<file path="config.mk">
export PLATFORM = sky130hd
export DESIGN_NAME = lcf_cluster
export DESIGN_NICKNAME = d
export VERILOG_FILES = /design/src/rtl/lcf_pkg.sv /design/src/rtl/lcf_cluster.sv
export SDC_FILE = /design/constraint.sdc
export NUM_CORES = 2
export LEC_CHECK = 0
export BUFFER_PORTS_ARGS = -buffer_cell sky130_fd_sc_hd__buf_2
export CORE_ASPECT_RATIO = 0.7
export CORE_UTILIZATION = 35
export DETAILED_ROUTE_END_ITERATION = 12
export GPL_TIMING_DRIVEN = 0
export PLACE_DENSITY = 0.54
export SLEW_MARGIN = 20
export SYNTH_ARGS = -nofsm -noshare
export SYNTH_HDL_FRONTEND = slang
export SYNTH_SLANG_ARGS = --single-unit
export TNS_END_PERCENT = 50
</file>
<file path="constraint.sdc">
create_clock -name ref_clk_i -period 13.9 [get_ports ref_clk_i]
set_clock_uncertainty 0.1 [all_clocks]
set_input_delay 4.17 -clock ref_clk_i [delete_from_list [all_inputs] [get_ports ref_clk_i]]
set_output_delay 4.17 -clock ref_clk_i [all_outputs]
set_load 0.005 [all_outputs]
</file>
<file path="src/rtl/lcf_pkg.sv">
// constants, configuration layout and carriers for the ten-cell logic cluster
// assumes a single 10 MHz system clock and a word-indexed configuration port
package lcf_pkg;
   localparam int NCELL = 10;
   localparam int NEXT = 26;
   localparam int NGCLK = 4;
   localparam int NLINE = 58;
   localparam int DW = 32;
   localparam int AW = 5;
   // local interconnect line numbers: constants, external, feedback, left, right
   localparam logic [5:0] LINE_ZERO = 6'h00;
   localparam logic [5:0] LINE_ONE = 6'h01;
   localparam int LINE_EXT = 2;
   localparam int LINE_FB = 28;
   localparam int LINE_LEFT = 38;
   localparam int LINE_RIGHT = 48;
   // word indices on the configuration port
   localparam logic [4:0] IDX_CELL_LAST = 5'h13;
   localparam logic [4:0] IDX_CTL0 = 5'h14;
   localparam logic [4:0] IDX_CTL1 = 5'h15;
   localparam logic [4:0] IDX_CTL2 = 5'h16;
   localparam logic [4:0] IDX_STATUS = 5'h17;
   localparam logic [31:0] CFG_RESET = 32'h00000000;
   localparam logic [31:0] CTL_RESET = 32'h00000000;
   // control word 0 fields
   localparam int C0_CLK0_G = 0;
   localparam int C0_CLK0_LOC = 2;
   localparam int C0_CLK0_FALL = 3;
   localparam int C0_CLK1_G = 4;
   localparam int C0_CLK1_LOC = 6;
   localparam int C0_CLK1_FALL = 7;
   localparam int C0_CLK0_SEL = 8;
   localparam int C0_CLK1_SEL = 14;
   localparam int C0_ENA0 = 20;
   localparam int C0_RUN = 31;
   // control word 1 and 2 fields
   localparam int C1_ENA1 = 0;
   localparam int C1_ACLR0 = 6;
   localparam int C1_ACLR1 = 12;
   localparam int C1_SCLR = 18;
   localparam int C1_SLOAD = 24;
   localparam int C2_ALOAD = 0;
   localparam int C2_ADDSUB = 6;
   // status word fields
   localparam int ST_Q = 0;
   localparam int ST_GCLK = 10;
   localparam int ST_RUN = 31;

   typedef enum logic [1:0] {
      LCF_FF_D,
      LCF_FF_T,
      LCF_FF_JK,
      LCF_FF_SR
   } lcf_ff_mode_type;

   // two configuration words per cell, odd word in the upper half
   typedef struct packed {
      logic [7:0] pad;
      logic aclr_sel;
      logic sync_ctl_en;
      logic pwr_high;
      logic no_pushback;
      logic preset_en;
      logic chain_start;
      logic reg_chain_in;
      logic lut_chain_in;
      logic pack_fb;
      logic [2:0] out_sel;
      logic [5:0] sel3;
      logic [5:0] sel2;
      logic arith;
      logic clk_sel;
      lcf_ff_mode_type ff_mode;
      logic [5:0] sel1;
      logic [5:0] sel0;
      logic [15:0] lut;
   } lcf_cell_cfg_type;

   // cluster-wide control lines, exactly ten
   typedef struct packed {
      logic [1:0] clk_ev;
      logic [1:0] ena;
      logic [1:0] aclr;
      logic sclr;
      logic aload;
      logic sload;
      logic add;
   } lcf_ctl_type;
endpackage

</file>
<file path="src/rtl/lcf_cluster.sv">
// logic cluster of ten cells with look-up, register and carry logic
// assumes routing inputs are on ref_clk_i; column clocks arrive from pins
//
// Functional notes
// - ten cells, chains, control, local interconnect
// - twenty-six external inputs plus ten feedback lines
// - look-up output cascades to next cell
// - register output cascades to next register
// - cell output reaches thirty cells via neighbours
// - ten cluster control lines at most
// - each clock paired with own enable
// - each cluster clock acts on one chosen edge, rising or falling
// - disabled enable stops the cluster clock
// - preset by inversion, else load high
// - controls from column clocks and local lines
// - four-input look-up, register, carry per cell
// - register acts as D, T, JK, SR
// - asynchronous load data from fourth input
// - combinational use bypasses the register
// - three outputs, each look-up or register
// - register may feed own look-up
// - add/subtract select shared by all cells
// - subtract inverts B, carry-in one
// - first cell gets carry-in one subtracting
// - clear beats preset/load, register goes low
// - registers start low unless configured high
//
// Local design decisions: the strobed register port and the placing of the registers.
`timescale 1ns/10ps
module lcf_cluster (
   input wire logic ref_clk_i,
   input wire logic nrst_i,
   input wire logic [4:0] reg_addr_i,
   input wire logic [31:0] reg_wdata_i,
   input wire logic reg_wr_i,
   input wire logic reg_rd_i,
   output logic [31:0] reg_rdata_o,
   input wire logic [3:0] col_clk_i,
   input wire logic [25:0] ext_in_i,
   input wire logic [9:0] left_in_i,
   input wire logic [9:0] right_in_i,
   input wire logic lut_chain_i,
   input wire logic reg_chain_i,
   input wire logic carry_in_i,
   output logic [9:0] route_a_o,
   output logic [9:0] route_b_o,
   output logic lut_chain_o,
   output logic reg_chain_o,
   output logic carry_out_o
);
   localparam int N = lcf_pkg::NCELL;

   logic [31:0] cfg_r [0:2*N-1];
   logic [31:0] ctl0_r;
   logic [31:0] ctl1_r;
   logic [31:0] ctl2_r;
   logic start_r;
   logic [N-1:0] fb_r;
   logic [N-1:0] q;
   logic [N-1:0] lut_out;
   logic [N-1:0] cout;
   logic [lcf_pkg::NLINE-1:0] line;
   logic [lcf_pkg::NGCLK-1:0] gs1_r;
   logic [lcf_pkg::NGCLK-1:0] gs2_r;
   logic [lcf_pkg::NGCLK-1:0] gs3_r;
   logic [lcf_pkg::NGCLK-1:0] gclk_r;
   logic [1:0] clk_val;
   logic [1:0] clk_prev_r;
   lcf_pkg::lcf_ctl_type ctl;
   logic run;

   function automatic logic pick(input logic [lcf_pkg::NLINE-1:0] bus, input logic [5:0] sel);
      pick = (sel < 6'(lcf_pkg::NLINE)) ? bus[sel] : 1'b0;
   endfunction

   assign run = ctl0_r[lcf_pkg::C0_RUN];

   // configuration port
   always_ff @(posedge ref_clk_i or negedge nrst_i) begin
      if (!nrst_i) begin
         for (int k = 0; k < 2*N; k++) begin
            cfg_r[k] <= lcf_pkg::CFG_RESET;
         end
      end else if (reg_wr_i && reg_addr_i <= lcf_pkg::IDX_CELL_LAST) begin
         cfg_r[reg_addr_i] <= reg_wdata_i;
      end
   end

   always_ff @(posedge ref_clk_i or negedge nrst_i) begin
      if (!nrst_i) begin
         ctl0_r <= lcf_pkg::CTL_RESET;
         ctl1_r <= lcf_pkg::CTL_RESET;
         ctl2_r <= lcf_pkg::CTL_RESET;
      end else if (reg_wr_i) begin
         if (reg_addr_i == lcf_pkg::IDX_CTL0) begin
            ctl0_r <= reg_wdata_i;
         end
         if (reg_addr_i == lcf_pkg::IDX_CTL1) begin
            ctl1_r <= reg_wdata_i;
         end
         if (reg_addr_i == lcf_pkg::IDX_CTL2) begin
            ctl2_r <= reg_wdata_i;
         end
      end
   end

   // one-cycle start pulse when run goes from 0 to 1: registers take power-up state
   always_ff @(posedge ref_clk_i or negedge nrst_i) begin
      if (!nrst_i) begin
         start_r <= 1'b0;
      end else begin
         start_r <= reg_wr_i && reg_addr_i == lcf_pkg::IDX_CTL0 && reg_wdata_i[lcf_pkg::C0_RUN] && !run;
      end
   end

   always_ff @(posedge ref_clk_i or negedge nrst_i) begin
      if (!nrst_i) begin
         reg_rdata_o <= 32'h00000000;
      end else if (reg_rd_i) begin
         if (reg_addr_i <= lcf_pkg::IDX_CELL_LAST) begin
            reg_rdata_o <= cfg_r[reg_addr_i];
         end else if (reg_addr_i == lcf_pkg::IDX_CTL0) begin
            reg_rdata_o <= ctl0_r;
         end else if (reg_addr_i == lcf_pkg::IDX_CTL1) begin
            reg_rdata_o <= ctl1_r;
         end else if (reg_addr_i == lcf_pkg::IDX_CTL2) begin
            reg_rdata_o <= ctl2_r;
         end else if (reg_addr_i == lcf_pkg::IDX_STATUS) begin
            reg_rdata_o <= 32'h00000000;
            reg_rdata_o[lcf_pkg::ST_Q +: N] <= q;
            reg_rdata_o[lcf_pkg::ST_GCLK +: lcf_pkg::NGCLK] <= gclk_r;
            reg_rdata_o[lcf_pkg::ST_RUN] <= run;
         end else begin
            reg_rdata_o <= 32'h00000000;
         end
      end else begin
         reg_rdata_o <= 32'h00000000;
      end
   end

   // column clocks come from pins: three flops, accepted once stages two and three agree
   generate
      for (genvar g = 0; g < lcf_pkg::NGCLK; g++) begin : g_gclk
         always_ff @(posedge ref_clk_i or negedge nrst_i) begin
            if (!nrst_i) begin
               gs1_r[g] <= 1'b0;
               gs2_r[g] <= 1'b0;
               gs3_r[g] <= 1'b0;
               gclk_r[g] <= 1'b0;
            end else begin
               gs1_r[g] <= col_clk_i[g];
               gs2_r[g] <= gs1_r[g];
               gs3_r[g] <= gs2_r[g];
               if (gs2_r[g] == gs3_r[g]) begin
                  gclk_r[g] <= gs3_r[g];
               end
            end
         end
      end
   endgenerate

   // local interconnect: constants, external, own feedback, left and right neighbours
   assign line = {right_in_i, left_in_i, fb_r, ext_in_i, 1'b1, 1'b0};

   // cluster clocks from a column clock or a local line, each with its own edge
   always_comb begin
      clk_val[0] = ctl0_r[lcf_pkg::C0_CLK0_LOC] ? pick(line, ctl0_r[lcf_pkg::C0_CLK0_SEL +: 6])
                                                : gclk_r[ctl0_r[lcf_pkg::C0_CLK0_G +: 2]];
      clk_val[1] = ctl0_r[lcf_pkg::C0_CLK1_LOC] ? pick(line, ctl0_r[lcf_pkg::C0_CLK1_SEL +: 6])
                                                : gclk_r[ctl0_r[lcf_pkg::C0_CLK1_G +: 2]];
   end

   always_ff @(posedge ref_clk_i or negedge nrst_i) begin
      if (!nrst_i) begin
         clk_prev_r <= 2'h0;
      end else begin
         clk_prev_r <= clk_val;
      end
   end

   // the ten control lines; a falling-edge user must take the clock set to fall
   always_comb begin
      ctl.clk_ev[0] = ctl0_r[lcf_pkg::C0_CLK0_FALL] ? (clk_prev_r[0] && !clk_val[0])
                                                    : (!clk_prev_r[0] && clk_val[0]);
      ctl.clk_ev[1] = ctl0_r[lcf_pkg::C0_CLK1_FALL] ? (clk_prev_r[1] && !clk_val[1])
                                                    : (!clk_prev_r[1] && clk_val[1]);
      ctl.ena[0] = pick(line, ctl0_r[lcf_pkg::C0_ENA0 +: 6]);
      ctl.ena[1] = pick(line, ctl1_r[lcf_pkg::C1_ENA1 +: 6]);
      ctl.aclr[0] = pick(line, ctl1_r[lcf_pkg::C1_ACLR0 +: 6]);
      ctl.aclr[1] = pick(line, ctl1_r[lcf_pkg::C1_ACLR1 +: 6]);
      ctl.sclr = pick(line, ctl1_r[lcf_pkg::C1_SCLR +: 6]);
      ctl.sload = pick(line, ctl1_r[lcf_pkg::C1_SLOAD +: 6]);
      ctl.aload = pick(line, ctl2_r[lcf_pkg::C2_ALOAD +: 6]);
      ctl.add = pick(line, ctl2_r[lcf_pkg::C2_ADDSUB +: 6]);
   end

   generate
      for (genvar c = 0; c < N; c++) begin : g_cell
         lcf_pkg::lcf_cell_cfg_type cfg;
         logic d0, d1, d2, d3, i2, i3;
         logic b_eff, cin, lut_prev, q_prev;
         logic inv, pushback, rdat, tick, q_nxt, upd;
         logic s_r;

         assign cfg = {cfg_r[2*c+1], cfg_r[2*c]};
         assign lut_prev = (c == 0) ? lut_chain_i : lut_out[(c == 0) ? 0 : c-1];
         assign q_prev = (c == 0) ? reg_chain_i : q[(c == 0) ? 0 : c-1];

         always_comb begin
            d0 = pick(line, cfg.sel0);
            d1 = pick(line, cfg.sel1);
            d2 = pick(line, cfg.sel2);
            d3 = pick(line, cfg.sel3);
            i2 = cfg.lut_chain_in ? lut_prev : d2;
            i3 = cfg.pack_fb ? q[c] : d3;
            b_eff = d1 ^ !ctl.add;
            if (cfg.chain_start || c == 0) begin
               cin = (c == 0 && !cfg.chain_start) ? (carry_in_i | !ctl.add) : !ctl.add;
            end else begin
               cin = cout[(c == 0) ? 0 : c-1];
            end
            cout[c] = (d0 & b_eff) | (cin & (d0 ^ b_eff));
            if (cfg.arith) begin
               lut_out[c] = d0 ^ b_eff ^ cin;
            end else begin
               lut_out[c] = cfg.lut[{i3, i2, d1, d0}];
            end
         end

         // preset by stored inversion unless it is off or the register starts high
         assign pushback = cfg.preset_en && !cfg.no_pushback && !cfg.pwr_high;
         assign inv = pushback;
         assign q[c] = s_r ^ inv;
         assign rdat = cfg.reg_chain_in ? q_prev : lut_out[c];
         assign tick = ctl.clk_ev[cfg.clk_sel] && ctl.ena[cfg.clk_sel];

         always_comb begin
            q_nxt = q[c];
            upd = 1'b1;
            if (ctl.aclr[cfg.aclr_sel]) begin
               q_nxt = 1'b0;
            end else if (ctl.aload) begin
               q_nxt = (pushback || cfg.preset_en) ? 1'b1 : d3;
            end else if (tick) begin
               if (cfg.sync_ctl_en && ctl.sclr) begin
                  q_nxt = 1'b0;
               end else if (cfg.sync_ctl_en && ctl.sload) begin
                  q_nxt = d3;
               end else begin
                  case (cfg.ff_mode)
                     lcf_pkg::LCF_FF_D: q_nxt = rdat;
                     lcf_pkg::LCF_FF_T: q_nxt = q[c] ^ rdat;
                     lcf_pkg::LCF_FF_JK: q_nxt = (rdat && !q[c]) || (!d1 && q[c]);
                     lcf_pkg::LCF_FF_SR: q_nxt = rdat || (!d1 && q[c]);
                     default: q_nxt = q[c];
                  endcase
               end
            end else begin
               upd = 1'b0;
            end
         end

         // asynchronous clears act in the next system cycle, not waiting for a cluster clock edge
         always_ff @(posedge ref_clk_i or negedge nrst_i) begin
            if (!nrst_i) begin
               s_r <= 1'b0;
            end else if (start_r) begin
               s_r <= cfg.pwr_high ^ inv;
            end else if (run && upd) begin
               s_r <= q_nxt ^ inv;
            end
         end

         // three outputs, each picks look-up or register
         always_ff @(posedge ref_clk_i or negedge nrst_i) begin
            if (!nrst_i) begin
               route_a_o[c] <= 1'b0;
               route_b_o[c] <= 1'b0;
               fb_r[c] <= 1'b0;
            end else begin
               route_a_o[c] <= cfg.out_sel[0] ? q[c] : lut_out[c];
               route_b_o[c] <= cfg.out_sel[1] ? q[c] : lut_out[c];
               fb_r[c] <= cfg.out_sel[2] ? q[c] : lut_out[c];
            end
         end
      end
   endgenerate

   // cascades leave the cluster registered so the next cluster sees a clean value
   always_ff @(posedge ref_clk_i or negedge nrst_i) begin
      if (!nrst_i) begin
         lut_chain_o <= 1'b0;
         reg_chain_o <= 1'b0;
         carry_out_o <= 1'b0;
      end else begin
         lut_chain_o <= lut_out[N-1];
         reg_chain_o <= q[N-1];
         carry_out_o <= cout[N-1];
      end
   end
endmodule

</file>
==> run_results.csv <==
group,metric,value,unit
placement,io_buffer_count,144,
synth,synth.avg_cell_area,13.18,µm²
setup_path,cpPeakStageDelay,0.62,ns
synth,synth-simple-area-share,4.388,%
synth,synth_top_family_by_area,"multiplexers",
clock_tree,cts.sinks,830,
floorplanning,die_w,516.8,µm
synth,syn_nets,5040,
pwr,vdd_ir_drop_max,0.1165,mV
setup_path,path_max_fanout,50,
placement,dp_hpwl,256800,µm
drt,postRouteAntennaNets,0,
setup_path,reg2reg_depth,41,
outcome,run_status,"finished clean",
sta,layout_min_cycle_time,13.83,ns
synth,synthAdderAreaFrac,0.5627,%
drt,vias,52800,
global_route,grt_max_degree,128,
synth,synth-seq-area-share,31.99,%
floorplanning,start_util,35.43,%
setup_path,cp.arrival,14.36,ns
floorplanning,core_area,0.1832,mm²
global_route,antenna_found_initial,24,
sta,setup_viol,0,
setup_path,r2r_slack,1.27,ns
sta,tns,0,ns
synth,synth.top_cell.area_share,35.24,%
synth,synth_warnings,0,
floorplanning,row_count,131,
setup_path,rr_startpoint,"fb_r[8]$_DFF_PN0_",
synth,netlist_area,0.06493,mm²
synth,synth-seq-cells,830,
clock_tree,cts_tree,"done",
synth,synthMuxAreaShare,51.43,%
clock_tree,cts.path.max_buffers,3,
floorplanning,die-area,0.1873,mm²
setup_path,slowest_stage,"mux4_2",
global_route,grt_usage,34.42,%
drt,firstDrtPassIters,6,
synth,synth_ff_type,"dfrtp_1",
cells_and_area,syn_to_final_growth,11.77,%
placement,gp_congestion,1.057,
setup_path,startpoint_type,"input port",
drt,drc,0,
synth,synth_xor_area_share,0.3777,%
setup_path,end_kind,"flop",
setup_path,r2r-end,"g_cell[9].s_r$_DFFE_PN0P_",
clock_tree,clock_latency,0.78,ns
worst_hold_path,hold_class,"flop to flop",
setup_path,crit_type,"input port to flop",
synth,async_reset_ff_share,100.0,%
sta,fin_crit_sh,99.50,%
clock_tree,htree_num_levels,3,
clock_tree,clk_pin_slew,0.06,ns
clock_tree,ctsHoldBuffers,0,
setup_path,crit_end,"g_cell[9].s_r$_DFFE_PN0P_",
synth,yosysTopAreaCell,"mux4_2",
global_route,grt_pass1_vias,49560,
synth,syn_inst,4926,
sta,hold_viol_final,0,
floorplanning,die_h,362.4,µm
cells_and_area,drive_above_1_share,45.03,%
setup_path,startpoint,"left_in_i[6]",
drt,wl_per_cell,43.06,µm
global_route,grt_first_pass_wirelength,438700,µm
clock_tree,clock-root-buffer,"clkbuf_16",
setup_path,cp_data_required_time,14.43,ns
drt,viasPerCell,7.003,
global_route,overflow,0,
sta,drv_slew,0,
sta,relSlewSlack,10.82,%
synth,synth_compound_area_share,6.085,%
sta,worst_slew_pin_slew,1.338,ns
pwr,power.density,191.3,mW/mm²
floorplanning,ios,149,
synth,yosysUniqueCellTypes,99,
synth,synth_edf_count,0,
sta,clock.fmax,72.31,MHz
pwr,power,0.01388,W
cells_and_area,final_nets,5094,
pwr,p_leak,27.34,nW
drt,drtIter0Drc,8799,
synth,yosys-top-cells-area,"mux4_2 (35%), dfrtp_1 (32%), mux2_2 (13%)",
drt,wl,324700,µm
clock_tree,numCtsBuffers,97,
run,cap_violations,0,
[per-stage QoR]
| stage | setup slack, ns | hold slack [ns] | util [%] | cell area (µm²) | std cells |
|---|---|---|---|---|---|
| after floorplan | 0.004087 | 0.2312 | - | 66350 | 4926 |
| after CTS | 0.01345 | 0.2478 | 40.07 | 73440 | 7607 |
| after global placement | -10.68 | 0.2418 | 38.28 | 70150 | 7530 |
| final | 0.06975 | 0.2466 | 39.60 | 72570 | 7539 |
| after detailed placement | -2.412 | 0.2347 | 38.63 | 70780 | 7553 |
| after global routing | -0.03711 | 0.2501 | 39.58 | 72520 | 7521 |
[state kept, by name, indices dropped and copies added, names as in the netlist, 10 cells and up]
name,flops
ctl0_r,32
route_a_o,10
fb_r,10
ctl2_r,32
route_b_o,10
cfg_r,640
g_cell.s_r,10
ctl1_r,32
reg_rdata_o,32
[cell type report]
class	instances	area (µm²)
Fill cell	17400	110700
Multi-Input combinational cell	3233	41070
Sequential cell	830	20770
Tap cell	2460	3078
Clock buffer	127	2730
Buffer	588	2475
Timing Repair Buffer	174	1535
Clock inverter	51	648.1
Inverter	56	210.2
Antenna cell	20	50.05
[where the power goes]
group / total [W] / internal (W) / switching [W]
Sequential: 0.00348 / 0.00292 / 0.000567
Clock: 0.00282 / 0.00158 / 0.00124
Combinational: 0.00758 / 0.00313 / 0.00446
[metal layers]
layer | share of wire, % | vias to the layer above | wire [µm] | global-route usage (%)
met2 | 38 | 4186 | 122200 | 42.85
met4 | 4.0 | 18 | 12870 | 11.28
met3 | 17 | 581 | 55100 | 18.92
met5 | 0.16 | - | 529 | 1.551
li1 | - | 19550 | - | -
met1 | 41 | 28460 | 133900 | 49.15
[repair_timing]
item | CTS | global route
pin swaps | 11 | 8
resized for setup | 103 | 57
setup buffers | 5 | 1
endpoints found under the setup margin | 14 | 3
cloned | 0 | 0
[critical path, delay by kind of cell]
kind / cells / cell delay [ns]
mux: 10 / 3.64
simple gates: 4 / 0.39
xor+xnor: 1 / 0.18
buf+inv: 3 / 0.53
fa+ha+maj: 10 / 3.56
compound gates: 9 / 1.72
[worst min path at each step]
stage,from,end,slack [ns],depth (start not counted)
4_1_cts,gs1_r[3]$_DFF_PN0_,gs2_r[3]$_DFF_PN0_,0.25,0
6_report,gs1_r[2]$_DFF_PN0_,gs2_r[2]$_DFF_PN0_,0.25,0
3_3_place_gp,gs1_r[3]$_DFF_PN0_,gs2_r[3]$_DFF_PN0_,0.24,0
2_1_floorplan,gs1_r[0]$_DFF_PN0_,gs2_r[0]$_DFF_PN0_,0.23,0
5_1_grt,gs1_r[2]$_DFF_PN0_,gs2_r[2]$_DFF_PN0_,0.25,0
3_5_place_dp,gs1_r[3]$_DFF_PN0_,gs2_r[3]$_DFF_PN0_,0.23,0
[cell usage in the layout, fill, tap and decap left out, types with 42 or more instances in the layout]
| cell | n |
|---|---|
| nor3_1 | 59 |
| nor2b_1 | 47 |
| a22oi_1 | 42 |
| buf_6 | 44 |
| inv_1 | 54 |
| buf_1 | 118 |
| clkbuf_1 | 380 |
| mux4_2 | 1016 |
| dfrtp_1 | 830 |
| clkbuf_2 | 47 |
| a31oi_1 | 66 |
| buf_2 | 131 |
| mux2i_1 | 192 |
| nand3_1 | 60 |
| nand2_1 | 222 |
| clkbuf_16 | 99 |
| o21ai_0 | 120 |
| nor2_1 | 144 |
| a21oi_1 | 122 |
| mux2_2 | 750 |
[kinds of logic (layout without fill, tap and decap cells)]
kind of cell | after synthesis | after routing
buffers and inverters | 863 | 996
other | 0 | 20
AO/OA/AOI/OAI | 594 | 594
XOR/XNOR | 28 | 28
adder cells (fa/ha/maj) | 24 | 24
flip-flops | 830 | 830
AND/OR/NAND/NOR | 616 | 616
multiplexers | 1971 | 1971
[synthesized netlist by cell type (all sizes together), types with 7 or more instances]
library cell  count
clkbuf          638
nand2           222
fa               10
o31ai            14
nor2b            49
o21ai           134
o211ai           14
nor4              7
ha               10
dfrtp           830
a21boi            8
mux2            760
o22a             11
o22ai            33
mux4           1016
and2             15
buf             169
a22oi            43
nand2b           18
a21oi           125
mux2i           195
xnor2            14
a2111oi          13
a31oi            68
xor2             14
nor2            146
a211oi           29
o32a              7
inv              54
nand3            60
a311oi            8
o31a             12
nor3             63
o21a              7
Power figures use the tool's default switching activity.
